[src/include/jio_pkg.sv]
// Constants and carrier types for the jump, increment and OR execute unit.
// Assumes a 14-bit instruction word presented one per instruction cycle.
package jio_pkg;
  localparam int IW_W         = 14;
  localparam int DATA_W       = 8;
  localparam int FADDR_W      = 7;
  localparam int PC_W         = 13;
  localparam int JMP_IMM_W    = 11;
  localparam int LIT_W        = 8;
  localparam int DEST_BIT     = 7;
  localparam int PC_HIGH_LATCH_HI    = 4;
  localparam int PC_HIGH_LATCH_LO    = 3;
  localparam logic [2:0] JMP_OPC     = 3'h5;
  localparam logic [5:0] INCSKIP_OPC = 6'h0F;
  localparam logic [5:0] INCREMENT_FILE_REG_OPC    = 6'h0A;
  localparam logic [5:0] ORLIT_OPC   = 6'h38;
  localparam logic [5:0] ORFILE_OPC  = 6'h04;
  localparam logic [DATA_W-1:0] ACC_RST  = 8'h00;
  localparam logic [PC_W-1:0]   PC_RST   = 13'h0000;

  typedef enum logic [2:0] {
    JIO_OP_NONE,
    JIO_OP_JUMP,
    JIO_OP_INCSKIP,
    JIO_OP_INCREMENT_FILE_REG,
    JIO_OP_ORLIT,
    JIO_OP_ORFILE
  } jio_op_t;

  typedef struct packed {
    logic                 we;
    logic [FADDR_W-1:0]   addr;
    logic [DATA_W-1:0]    data;
  } jio_fwrite_t;
endpackage : jio_pkg

[src/logic/jio_exec.sv]
// Execute unit for jump, increment (with optional skip) and inclusive OR.
// Assumes the register file answers file_rdata combinationally for file_raddr,
// and the fetch unit takes pc_load/pc_next and flush_prefetch in the same cycle.
// Contract
// - Word 10 1kkk kkkk kkkk is an absolute jump, immediate in low eleven bits.
// - Jump loads the eleven-bit immediate into program counter bits 10..0.
// - Jump fills upper program counter bits from high latch bits 4..3.
// - Jump takes two cycles, prefetched word dropped, flags untouched.
// - Increment-skip adds one, routes by destination bit, changes no flag.
// - Increment-skip with zero result discards prefetch and runs an idle slot.
// - Increment adds one in one cycle, routes by destination bit, updates zero.
// - OR-literal ORs accumulator with literal into accumulator, updates zero.
// - OR-file ORs accumulator with file register, routes by destination, updates zero.
`timescale 1ns/100ps
`default_nettype none
module jio_exec
  import jio_pkg::*;
(
  input  wire logic                            clk,
  input  wire logic                            reset_n,
  input  wire logic                            instr_valid,
  input  wire logic [jio_pkg::IW_W-1:0]        instr,
  input  wire logic [jio_pkg::DATA_W-1:0]      pc_high_latch,
  input  wire logic [jio_pkg::DATA_W-1:0]      file_rdata,
  output logic      [jio_pkg::FADDR_W-1:0]     file_raddr,
  output jio_pkg::jio_fwrite_t                 file_wr,
  output logic      [jio_pkg::DATA_W-1:0]      acc,
  output logic                                 zero_flag,
  output logic                                 pc_load,
  output logic      [jio_pkg::PC_W-1:0]        pc_next,
  output logic                                 flush_prefetch,
  output logic                                 idle_slot
);
  import jio_pkg::*;

  function automatic jio_op_t decode(input logic [IW_W-1:0] w);
    if (w[13:11] == JMP_OPC)
      return JIO_OP_JUMP;
    else if (w[13:8] == INCSKIP_OPC)
      return JIO_OP_INCSKIP;
    else if (w[13:8] == INCREMENT_FILE_REG_OPC)
      return JIO_OP_INCREMENT_FILE_REG;
    else if (w[13:8] == ORLIT_OPC)
      return JIO_OP_ORLIT;
    else if (w[13:8] == ORFILE_OPC)
      return JIO_OP_ORFILE;
    else
      return JIO_OP_NONE;
  endfunction : decode

  jio_op_t               op;
  logic                  dest_file;
  logic [DATA_W-1:0]     result;
  logic                  kill_q;
  logic                  live;
  logic                  res_zero;
  logic                  wr_acc;

  // The slicing below is wired to the 14-bit word; other layouts are refused
  if (IW_W != 14 || DATA_W != 8 || FADDR_W != 7 || JMP_IMM_W != 11) begin : g_layout_check
    $error("jio_exec needs the 14-bit word layout");
  end
  if (PC_W != JMP_IMM_W + PC_HIGH_LATCH_HI - PC_HIGH_LATCH_LO + 1) begin : g_pc_check
    $error("program counter width does not match the jump fields");
  end
  if (DEST_BIT != FADDR_W || LIT_W != DATA_W) begin : g_field_check
    $error("destination bit or literal field misplaced");
  end

  // A killed slot is executed as an idle slot: nothing it decodes takes effect
  assign live       = instr_valid && !kill_q;
  assign op         = live ? decode(instr) : JIO_OP_NONE;
  assign dest_file  = instr[DEST_BIT];
  assign file_raddr = instr[FADDR_W-1:0];
  assign idle_slot  = instr_valid && kill_q;

  always_comb begin
    case (op)
      JIO_OP_INCSKIP, JIO_OP_INCREMENT_FILE_REG: result = DATA_W'(file_rdata + 8'h01);
      JIO_OP_ORLIT:                result = acc | instr[LIT_W-1:0];
      JIO_OP_ORFILE:               result = acc | file_rdata;
      default:                     result = '0;
    endcase
  end

  assign res_zero = (result == '0);

  always_comb begin
    file_wr.we   = 1'b0;
    file_wr.addr = instr[FADDR_W-1:0];
    file_wr.data = result;
    wr_acc       = 1'b0;
    case (op)
      JIO_OP_INCSKIP, JIO_OP_INCREMENT_FILE_REG, JIO_OP_ORFILE: begin
        file_wr.we = dest_file;
        wr_acc     = !dest_file;
      end
      JIO_OP_ORLIT: wr_acc = 1'b1;
      default: wr_acc = 1'b0;
    endcase
  end

  // Jump target is combinational so fetch can redirect in the executing cycle
  assign pc_load        = (op == JIO_OP_JUMP);
  assign pc_next        = {pc_high_latch[PC_HIGH_LATCH_HI:PC_HIGH_LATCH_LO], instr[JMP_IMM_W-1:0]};
  assign flush_prefetch = (op == JIO_OP_JUMP) || (op == JIO_OP_INCSKIP && res_zero);

  always_ff @(posedge clk or negedge reset_n) begin
    if (!reset_n)
      acc <= ACC_RST;
    else if (wr_acc)
      acc <= result;
  end

  // Increment-skip and jump leave the flag alone
  always_ff @(posedge clk or negedge reset_n) begin
    if (!reset_n)
      zero_flag <= 1'b0;
    else if (op == JIO_OP_INCREMENT_FILE_REG || op == JIO_OP_ORLIT || op == JIO_OP_ORFILE)
      zero_flag <= res_zero;
  end

  // Kill waits for the next valid word, so a fetch gap cannot lose the discard
  always_ff @(posedge clk or negedge reset_n) begin
    if (!reset_n)
      kill_q <= 1'b0;
    else if (instr_valid)
      kill_q <= flush_prefetch;
  end

  a_jump_target: assert property (@(posedge clk) disable iff (!reset_n)
    pc_load |-> pc_next[10:0] == instr[10:0])
    else $error("jump target low bits wrong");
  a_jump_upper: assert property (@(posedge clk) disable iff (!reset_n)
    pc_load |-> pc_next[12:11] == pc_high_latch[4:3])
    else $error("jump upper bits wrong");
  a_jump_kills: assert property (@(posedge clk) disable iff (!reset_n)
    pc_load ##1 instr_valid |-> idle_slot && !pc_load && $stable(zero_flag))
    else $error("jump did not idle next slot");
  a_skip_noflag: assert property (@(posedge clk) disable iff (!reset_n)
    (op == JIO_OP_INCSKIP) |=> $stable(zero_flag))
    else $error("increment skip changed zero flag");
  a_skip_zero: assert property (@(posedge clk) disable iff (!reset_n)
    (op == JIO_OP_INCSKIP && file_rdata == 8'hFF) ##1 instr_valid |-> idle_slot)
    else $error("skip on zero did not idle");
  a_increment_file_reg_dest: assert property (@(posedge clk) disable iff (!reset_n)
    (op == JIO_OP_INCREMENT_FILE_REG && !dest_file) |=> acc == $past(file_rdata) + 8'h01 && zero_flag == (acc == 8'h00))
    else $error("increment to accumulator wrong");
  a_orlit_acc: assert property (@(posedge clk) disable iff (!reset_n)
    (op == JIO_OP_ORLIT) |=> acc == ($past(acc) | $past(instr[7:0])))
    else $error("or literal wrong");
  a_orfile_dest: assert property (@(posedge clk) disable iff (!reset_n)
    (op == JIO_OP_ORFILE && dest_file) |-> file_wr.we && file_wr.data == (acc | file_rdata))
    else $error("or file writeback wrong");
  a_zero_rule: assert property (@(posedge clk) disable iff (!reset_n)
    (op == JIO_OP_ORFILE) |=> zero_flag == ($past(result) == 8'h00))
    else $error("zero flag wrong");
  a_inc_wrap: assert property (@(posedge clk) disable iff (!reset_n)
    (op == JIO_OP_INCREMENT_FILE_REG && file_rdata == 8'hFF) |-> result == 8'h00)
    else $error("increment did not wrap");

  // Jump and the idle slot that follows it
  a_jump_decode: assert property (@(posedge clk) disable iff (!reset_n)
    (instr_valid && !idle_slot) |-> pc_load == (instr[13:11] == JMP_OPC))
    else $error("jump decode wrong");
  a_jump_quiet: assert property (@(posedge clk) disable iff (!reset_n)
    pc_load |-> flush_prefetch && !file_wr.we)
    else $error("jump wrote or did not flush");
  a_jump_holds: assert property (@(posedge clk) disable iff (!reset_n)
    pc_load |=> $stable(zero_flag) && $stable(acc))
    else $error("jump changed state");
  a_idle_quiet: assert property (@(posedge clk) disable iff (!reset_n)
    idle_slot |-> !file_wr.we && !pc_load && !flush_prefetch)
    else $error("idle slot took effect");
  a_idle_holds: assert property (@(posedge clk) disable iff (!reset_n)
    idle_slot |=> $stable(acc) && $stable(zero_flag))
    else $error("idle slot changed state");

  // Increment paths; skip leaves the flag, plain increment sets it
  a_skip_route: assert property (@(posedge clk) disable iff (!reset_n)
    (op == JIO_OP_INCSKIP) |-> file_wr.we == dest_file && file_wr.data == 8'(file_rdata + 8'h01))
    else $error("increment skip routing wrong");
  a_skip_acc: assert property (@(posedge clk) disable iff (!reset_n)
    (op == JIO_OP_INCSKIP && !dest_file) |=> acc == 8'($past(file_rdata) + 8'h01))
    else $error("increment skip to accumulator wrong");
  a_skip_file: assert property (@(posedge clk) disable iff (!reset_n)
    (op == JIO_OP_INCSKIP && dest_file) |=> $stable(acc))
    else $error("increment skip to file changed accumulator");
  a_skip_nonzero: assert property (@(posedge clk) disable iff (!reset_n)
    (op == JIO_OP_INCSKIP && file_rdata != 8'hFF) |-> !flush_prefetch)
    else $error("skip without zero result");
  a_increment_file_reg_file: assert property (@(posedge clk) disable iff (!reset_n)
    (op == JIO_OP_INCREMENT_FILE_REG && dest_file) |-> file_wr.we && file_wr.data == 8'(file_rdata + 8'h01))
    else $error("increment to file wrong");
  a_increment_file_reg_keep: assert property (@(posedge clk) disable iff (!reset_n)
    (op == JIO_OP_INCREMENT_FILE_REG && dest_file) |=> $stable(acc))
    else $error("increment to file changed accumulator");
  a_increment_file_reg_single: assert property (@(posedge clk) disable iff (!reset_n)
    (op == JIO_OP_INCREMENT_FILE_REG) |-> !flush_prefetch && !pc_load)
    else $error("increment took more than one cycle");
  a_inc_zero: assert property (@(posedge clk) disable iff (!reset_n)
    (op == JIO_OP_INCREMENT_FILE_REG) |=> zero_flag == ($past(file_rdata) == 8'hFF))
    else $error("increment zero flag wrong");

  // OR paths and the shared file address
  a_orlit_zero: assert property (@(posedge clk) disable iff (!reset_n)
    (op == JIO_OP_ORLIT) |=> zero_flag == (acc == 8'h00))
    else $error("or literal zero flag wrong");
  a_orlit_route: assert property (@(posedge clk) disable iff (!reset_n)
    (op == JIO_OP_ORLIT) |-> !file_wr.we && !flush_prefetch && !pc_load)
    else $error("or literal routing wrong");
  a_orfile_acc: assert property (@(posedge clk) disable iff (!reset_n)
    (op == JIO_OP_ORFILE && !dest_file) |=> acc == ($past(acc) | $past(file_rdata)))
    else $error("or file to accumulator wrong");
  a_write_addr: assert property (@(posedge clk) disable iff (!reset_n)
    file_wr.we |-> file_wr.addr == instr[6:0] && file_raddr == instr[6:0])
    else $error("file address wrong");

  c_jump:    cover property (@(posedge clk) disable iff (!reset_n) pc_load ##1 idle_slot);
  c_skip:    cover property (@(posedge clk) disable iff (!reset_n) op == JIO_OP_INCSKIP && res_zero);
  c_orfile:  cover property (@(posedge clk) disable iff (!reset_n) op == JIO_OP_ORFILE && dest_file);
  c_inc_wrap: cover property (@(posedge clk) disable iff (!reset_n) op == JIO_OP_INCREMENT_FILE_REG && file_rdata == 8'hFF);
  c_idle_gap: cover property (@(posedge clk) disable iff (!reset_n) flush_prefetch ##1 !instr_valid ##1 idle_slot);
endmodule : jio_exec
`default_nettype wire

[config.mk]
export PLATFORM = sky130hd
export DESIGN_NAME = jio_exec
export DESIGN_NICKNAME = d
export VERILOG_FILES = /design/src/include/jio_pkg.sv /design/src/logic/jio_exec.sv
export SDC_FILE = /design/constraint.sdc
export NUM_CORES = 1
export LEC_CHECK = 0
export CAP_MARGIN = 20
export CORE_MARGIN = 2
export CORE_UTILIZATION = 65
export CTS_BUF_LIST = sky130_fd_sc_hd__clkbuf_8
export DETAILED_ROUTE_END_ITERATION = 6
export DONT_BUFFER_PORTS = 1
export PLACE_DENSITY = 0.9
export SYNTH_ARGS = -nofsm -noshare
export SYNTH_HDL_FRONTEND = slang
export SYNTH_SLANG_ARGS = --single-unit
export TNS_END_PERCENT = 20
[constraint.sdc]
create_clock -name clk -period 4.5 [get_ports clk]
set_clock_uncertainty 0.1 [all_clocks]
set_input_delay 0.9 -clock clk [delete_from_list [all_inputs] [get_ports clk]]
set_output_delay 0.9 -clock clk [all_outputs]
set_load 0.01 [all_outputs]
==> impl_summary.txt <==
----------------------------------------------------
[Outcome]
  Run status ... finished clean

[Critical path]
  Largest fanout on the critical path ... 11
  Cell count of the worst reg-to-reg path ... 4
  Type of element capturing the critical path ... output pin
  Chain of cells forming the critical path ... or4b_4 > o221a_1 > o41ai_2 > o21ai_2 > nor3_2 > nand3_1 > o21bai_1
  Critical setup path kind ... primary input to output pin
  Setup slack, reg-to-reg ... 2.14 ns
  Arrival time at the worst endpoint ... 3.01 ns
  CP Launch Type ... primary input
  Crit-path max cell delay ... 0.56 ns
  Worst R2R Start ... kill_q
  Slowest cell on the critical path ... sky130_fd_sc_hd__or4b_4
  Required @ worst endpoint ... 3.50 ns
  Endpoint of the worst register-to-register path ... acc[0]

[Logic synthesis]
  Post-Syn Instances ... 161
  Top cell type by total area after synthesis ... sky130_fd_sc_hd__dfrtp_1
  Synthesized-area fraction occupied by ao, oa, aoi and oai cells ... 0.298
  Synth Register Bits ... 10
  Cells taking the most area after synthesis ... sky130_fd_sc_hd__dfrtp_1 19%, sky130_fd_sc_hd__buf_4 15%, sky130_fd_sc_hd__nor2_1 3.9%, sky130_fd_sc_hd__a21oi_1 3.3%, sky130_fd_sc_hd__buf_6 2.5%
  Post-synthesis share of cell area spent on xor and xnor gates ... 0.0195
  Unique masters post-synth ... 54
  Leading register cell type out of synthesis ... sky130_fd_sc_hd__dfrtp_1
  Adder and majority gate portion of the synthesized area ... 0.00927
  Cell area after technology mapping ... 1350 sq um
  Simple-Gate Fraction of Synth Area ... 0.238
  Sequential share of the synthesized area ... 0.185
  Number of enable flip-flop cells after synthesis ... 0
  Combinational family with the most area after synthesis ... compound AO/OA/AOI/OAI gates
  Post-synthesis async set-or-reset flop share ... 1.00
  Post-synthesis mux area share ... 0.0324
  Synthesized area per cell ... 8.39 sq um
  Synthesized net count ... 195
  Area share of the leading cell type in the synthesized netlist ... 0.185
  Warnings from Yosys ... 0

[Worst hold path]
  Worst min-delay path class ... primary input to async pin

[Place]
  GP Congestion ... 0.831
  PortBufs ... 0
  Instance area at placement ... 1130 sq um
  Cells after DPL ... 154
  Half-perimeter wire length after placement ... 2420 microns
  Worst setup timing slack at the placement stage ... 0.495 ns

[Clocking]
  Max Root-Sink Buffers ... 2
  CTS-repair resized insts ... 0
  Clock Sinks ... 10
  CTS hold repair buffers ... 0
  Clock Latency Late Sink ... 0.23 ns
  Clock buffer count from CTS ... 3
  # Post-CTS Setup Buffers ... 0
  Maximum level of the CTS H-tree ... 1
  CTS clk-pin slew, worst paths ... 0.04 ns
  TritonCTS clock tree ... yes
  Cell at the root of the clock tree ... sky130_fd_sc_hd__clkbuf_8

[Timing]
  Portion of the clock cycle consumed by the worst path in the final layout ... 0.892
  Unrepaired setup endpoints after global routing ... no
  Relative slew slack ... 0.600
  Final sum of negative setup slack ... 0 ns
  Final setup vio count ... 0
  Post-route setup slack ... 0.488 ns
  Peak clock frequency supported by timing ... 249 MHz
  Pins over their slew limit ... 0
  Final hold violation count ... 0
  Slew @ Worst Pin ... 0.600 ns
  Min Clock Period, post-route ... 4.01 ns
  Hold slack final ... 0.262 ns

[Layout]
  Layout cell share with drive strength beyond 1 ... 0.200
  Area growth, synth to finish ... -13.3%
  Count of placed standard cells in the final layout, fillers left out ... 157
  Antenna cells ... 0
  Post-route cell area ... 1170 sq um
  Final standard cell utilization of the core ... 0.596
  Layout net count ... 166

[Floorplan]
  Area inside the core boundary ... 1960 sq um
  Die X-Extent ... 49.6 microns
  Floorplan row count ... 16
  Total die area ... 2460 sq um
  Starting density of the core ... 0.688
  Top-level I/O count ... 81
  Die Span Y ... 49.6 microns

[Detailed routing]
  Routed wire length ... 3080 microns
  Detailed Routing Iterations Pass 1 ... 4
  Post-route ant nets ... 0
  Via density per instance ... 7.17
  Detailed-route wire length per cell ... 19.6 microns
  Remaining design rule violation count ... 0
  Iteration-0 DRC count of the detailed router ... 35
  Detailed-route via count ... 1,126

[GRT]
  Total track usage ... 0.260
  Antenna violations before repair ... 0
  Global-route wire length before repair ... 5000 microns
  Maximum number of pins on one net before global-route repair ... 14
  Final global-route overflow total ... 0
  Number of global-route vias before repair ... 1,158

[Pwr]
  Pwr per Cell Area ... 252 nW/um^2
  Maximum VDD drop ... 230 uV
  Design Power ... 0.295 mW
  Cell leakage power ... 0.450 nW

[Run]
  Max-Cap Viols ... 0

----------------------------------------------------
registers in the layout, indices dropped and copies added, names as in the netlist:
signal     count
acc            8
kill_q         1
zero_flag      1
synth_stat cells (3+ instances only):
master	n
sky130_fd_sc_hd__or3_1	4
sky130_fd_sc_hd__mux2_2	3
sky130_fd_sc_hd__buf_6	3
sky130_fd_sc_hd__o21ai_0	5
sky130_fd_sc_hd__nor2_1	14
sky130_fd_sc_hd__or2b_2	3
sky130_fd_sc_hd__nand3_1	5
sky130_fd_sc_hd__a211oi_1	3
sky130_fd_sc_hd__a21oi_1	9
sky130_fd_sc_hd__nor2b_1	4
sky130_fd_sc_hd__nand4_1	4
sky130_fd_sc_hd__dfrtp_1	10
sky130_fd_sc_hd__nor4_1	3
sky130_fd_sc_hd__inv_1	8
sky130_fd_sc_hd__buf_4	27
sky130_fd_sc_hd__nand2_1	6
placed cells by master, fill, tap and decap left out, types with 2 or more instances in the layout:
| cell type | Yosys | final |
|---|---|---|
| sky130_fd_sc_hd__mux2_2 | 3 | 3 |
| sky130_fd_sc_hd__a21oi_1 | 9 | 9 |
| sky130_fd_sc_hd__o21ai_2 | 2 | 2 |
| sky130_fd_sc_hd__a221oi_1 | 2 | 2 |
| sky130_fd_sc_hd__nor4_1 | 3 | 3 |
| sky130_fd_sc_hd__a22oi_2 | 2 | 2 |
| sky130_fd_sc_hd__clkbuf_8 | 0 | 3 |
| sky130_fd_sc_hd__a31oi_2 | 2 | 2 |
| sky130_fd_sc_hd__or2b_2 | 3 | 3 |
| sky130_fd_sc_hd__o21ai_0 | 5 | 5 |
| sky130_fd_sc_hd__nor2_1 | 14 | 14 |
| sky130_fd_sc_hd__dfrtp_1 | 10 | 10 |
| sky130_fd_sc_hd__nand3_1 | 5 | 5 |
| sky130_fd_sc_hd__nor2b_1 | 4 | 4 |
| sky130_fd_sc_hd__o21ai_1 | 2 | 2 |
| sky130_fd_sc_hd__or3_1 | 4 | 4 |
| sky130_fd_sc_hd__o21a_1 | 2 | 2 |
| sky130_fd_sc_hd__inv_1 | 8 | 8 |
| sky130_fd_sc_hd__or4b_4 | 2 | 2 |
| sky130_fd_sc_hd__a211oi_1 | 3 | 3 |
| sky130_fd_sc_hd__nand2_1 | 6 | 6 |
| sky130_fd_sc_hd__nand4_1 | 4 | 4 |
| sky130_fd_sc_hd__o41ai_2 | 2 | 2 |
| sky130_fd_sc_hd__xnor2_1 | 2 | 2 |
| sky130_fd_sc_hd__a31oi_1 | 2 | 2 |
metal layers:
metal  vias up  GRT usage  share of wire
met5         -          0              0
met4         0      0.218          0.045
met2        83      0.409           0.47
li1        506          -              -
met1       520      0.291           0.38
met3        17     0.0667           0.10
critical path: cells and delay by family:
kind             cells  cell delay (ns)
AND/OR/NAND/NOR      3             0.92
AO/OA/AOI/OAI        4             1.17
cell families (layout without fill, tap and decap cells):
family / count (synthesis) / count (layout)
AND/OR/NAND/NOR: 54 / 54
AO/OA/AOI/OAI: 46 / 46
buffers and inverters: 43 / 12
flip-flops: 10 / 10
multiplexers: 4 / 4
XOR/XNOR: 3 / 3
adder cells (fa/ha/maj): 1 / 1
how the worst max path moves through the flow:
stage | startpoint | endpoint | slack (ns) | cells after the start
after floorplan | instr[13] | flush_prefetch | 0.62 | 8
after global placement | instr[11] | flush_prefetch | 0.58 | 7
after detailed placement | instr[11] | flush_prefetch | 0.50 | 7
after CTS | instr[11] | flush_prefetch | 0.48 | 7
after global routing | instr[11] | flush_prefetch | 0.37 | 7
final | instr[11] | flush_prefetch | 0.49 | 7
area by class of cell:
class,instances,area (sq um)
multi-input cells,108,807
clock buffers,3,41.3
well taps,27,33.8
repair buffers,1,7.51
fillers,192,792
flip-flops and latches,10,250
inverters,8,30.0
power by group:
| group | leakage (nW) | total (mW) | switching, mW | internal (mW) |
|---|---|---|---|---|
| Clock | 0.0216 | 0.0886 | 0.0304 | 0.0582 |
| Sequential | 0.128 | 0.139 | 0.0304 | 0.109 |
| Combinational | 0.301 | 0.0674 | 0.0363 | 0.0311 |
| Total | 0.450 | 0.295 | 0.0971 | 0.198 |
Power figures use the tool's default switching activity.
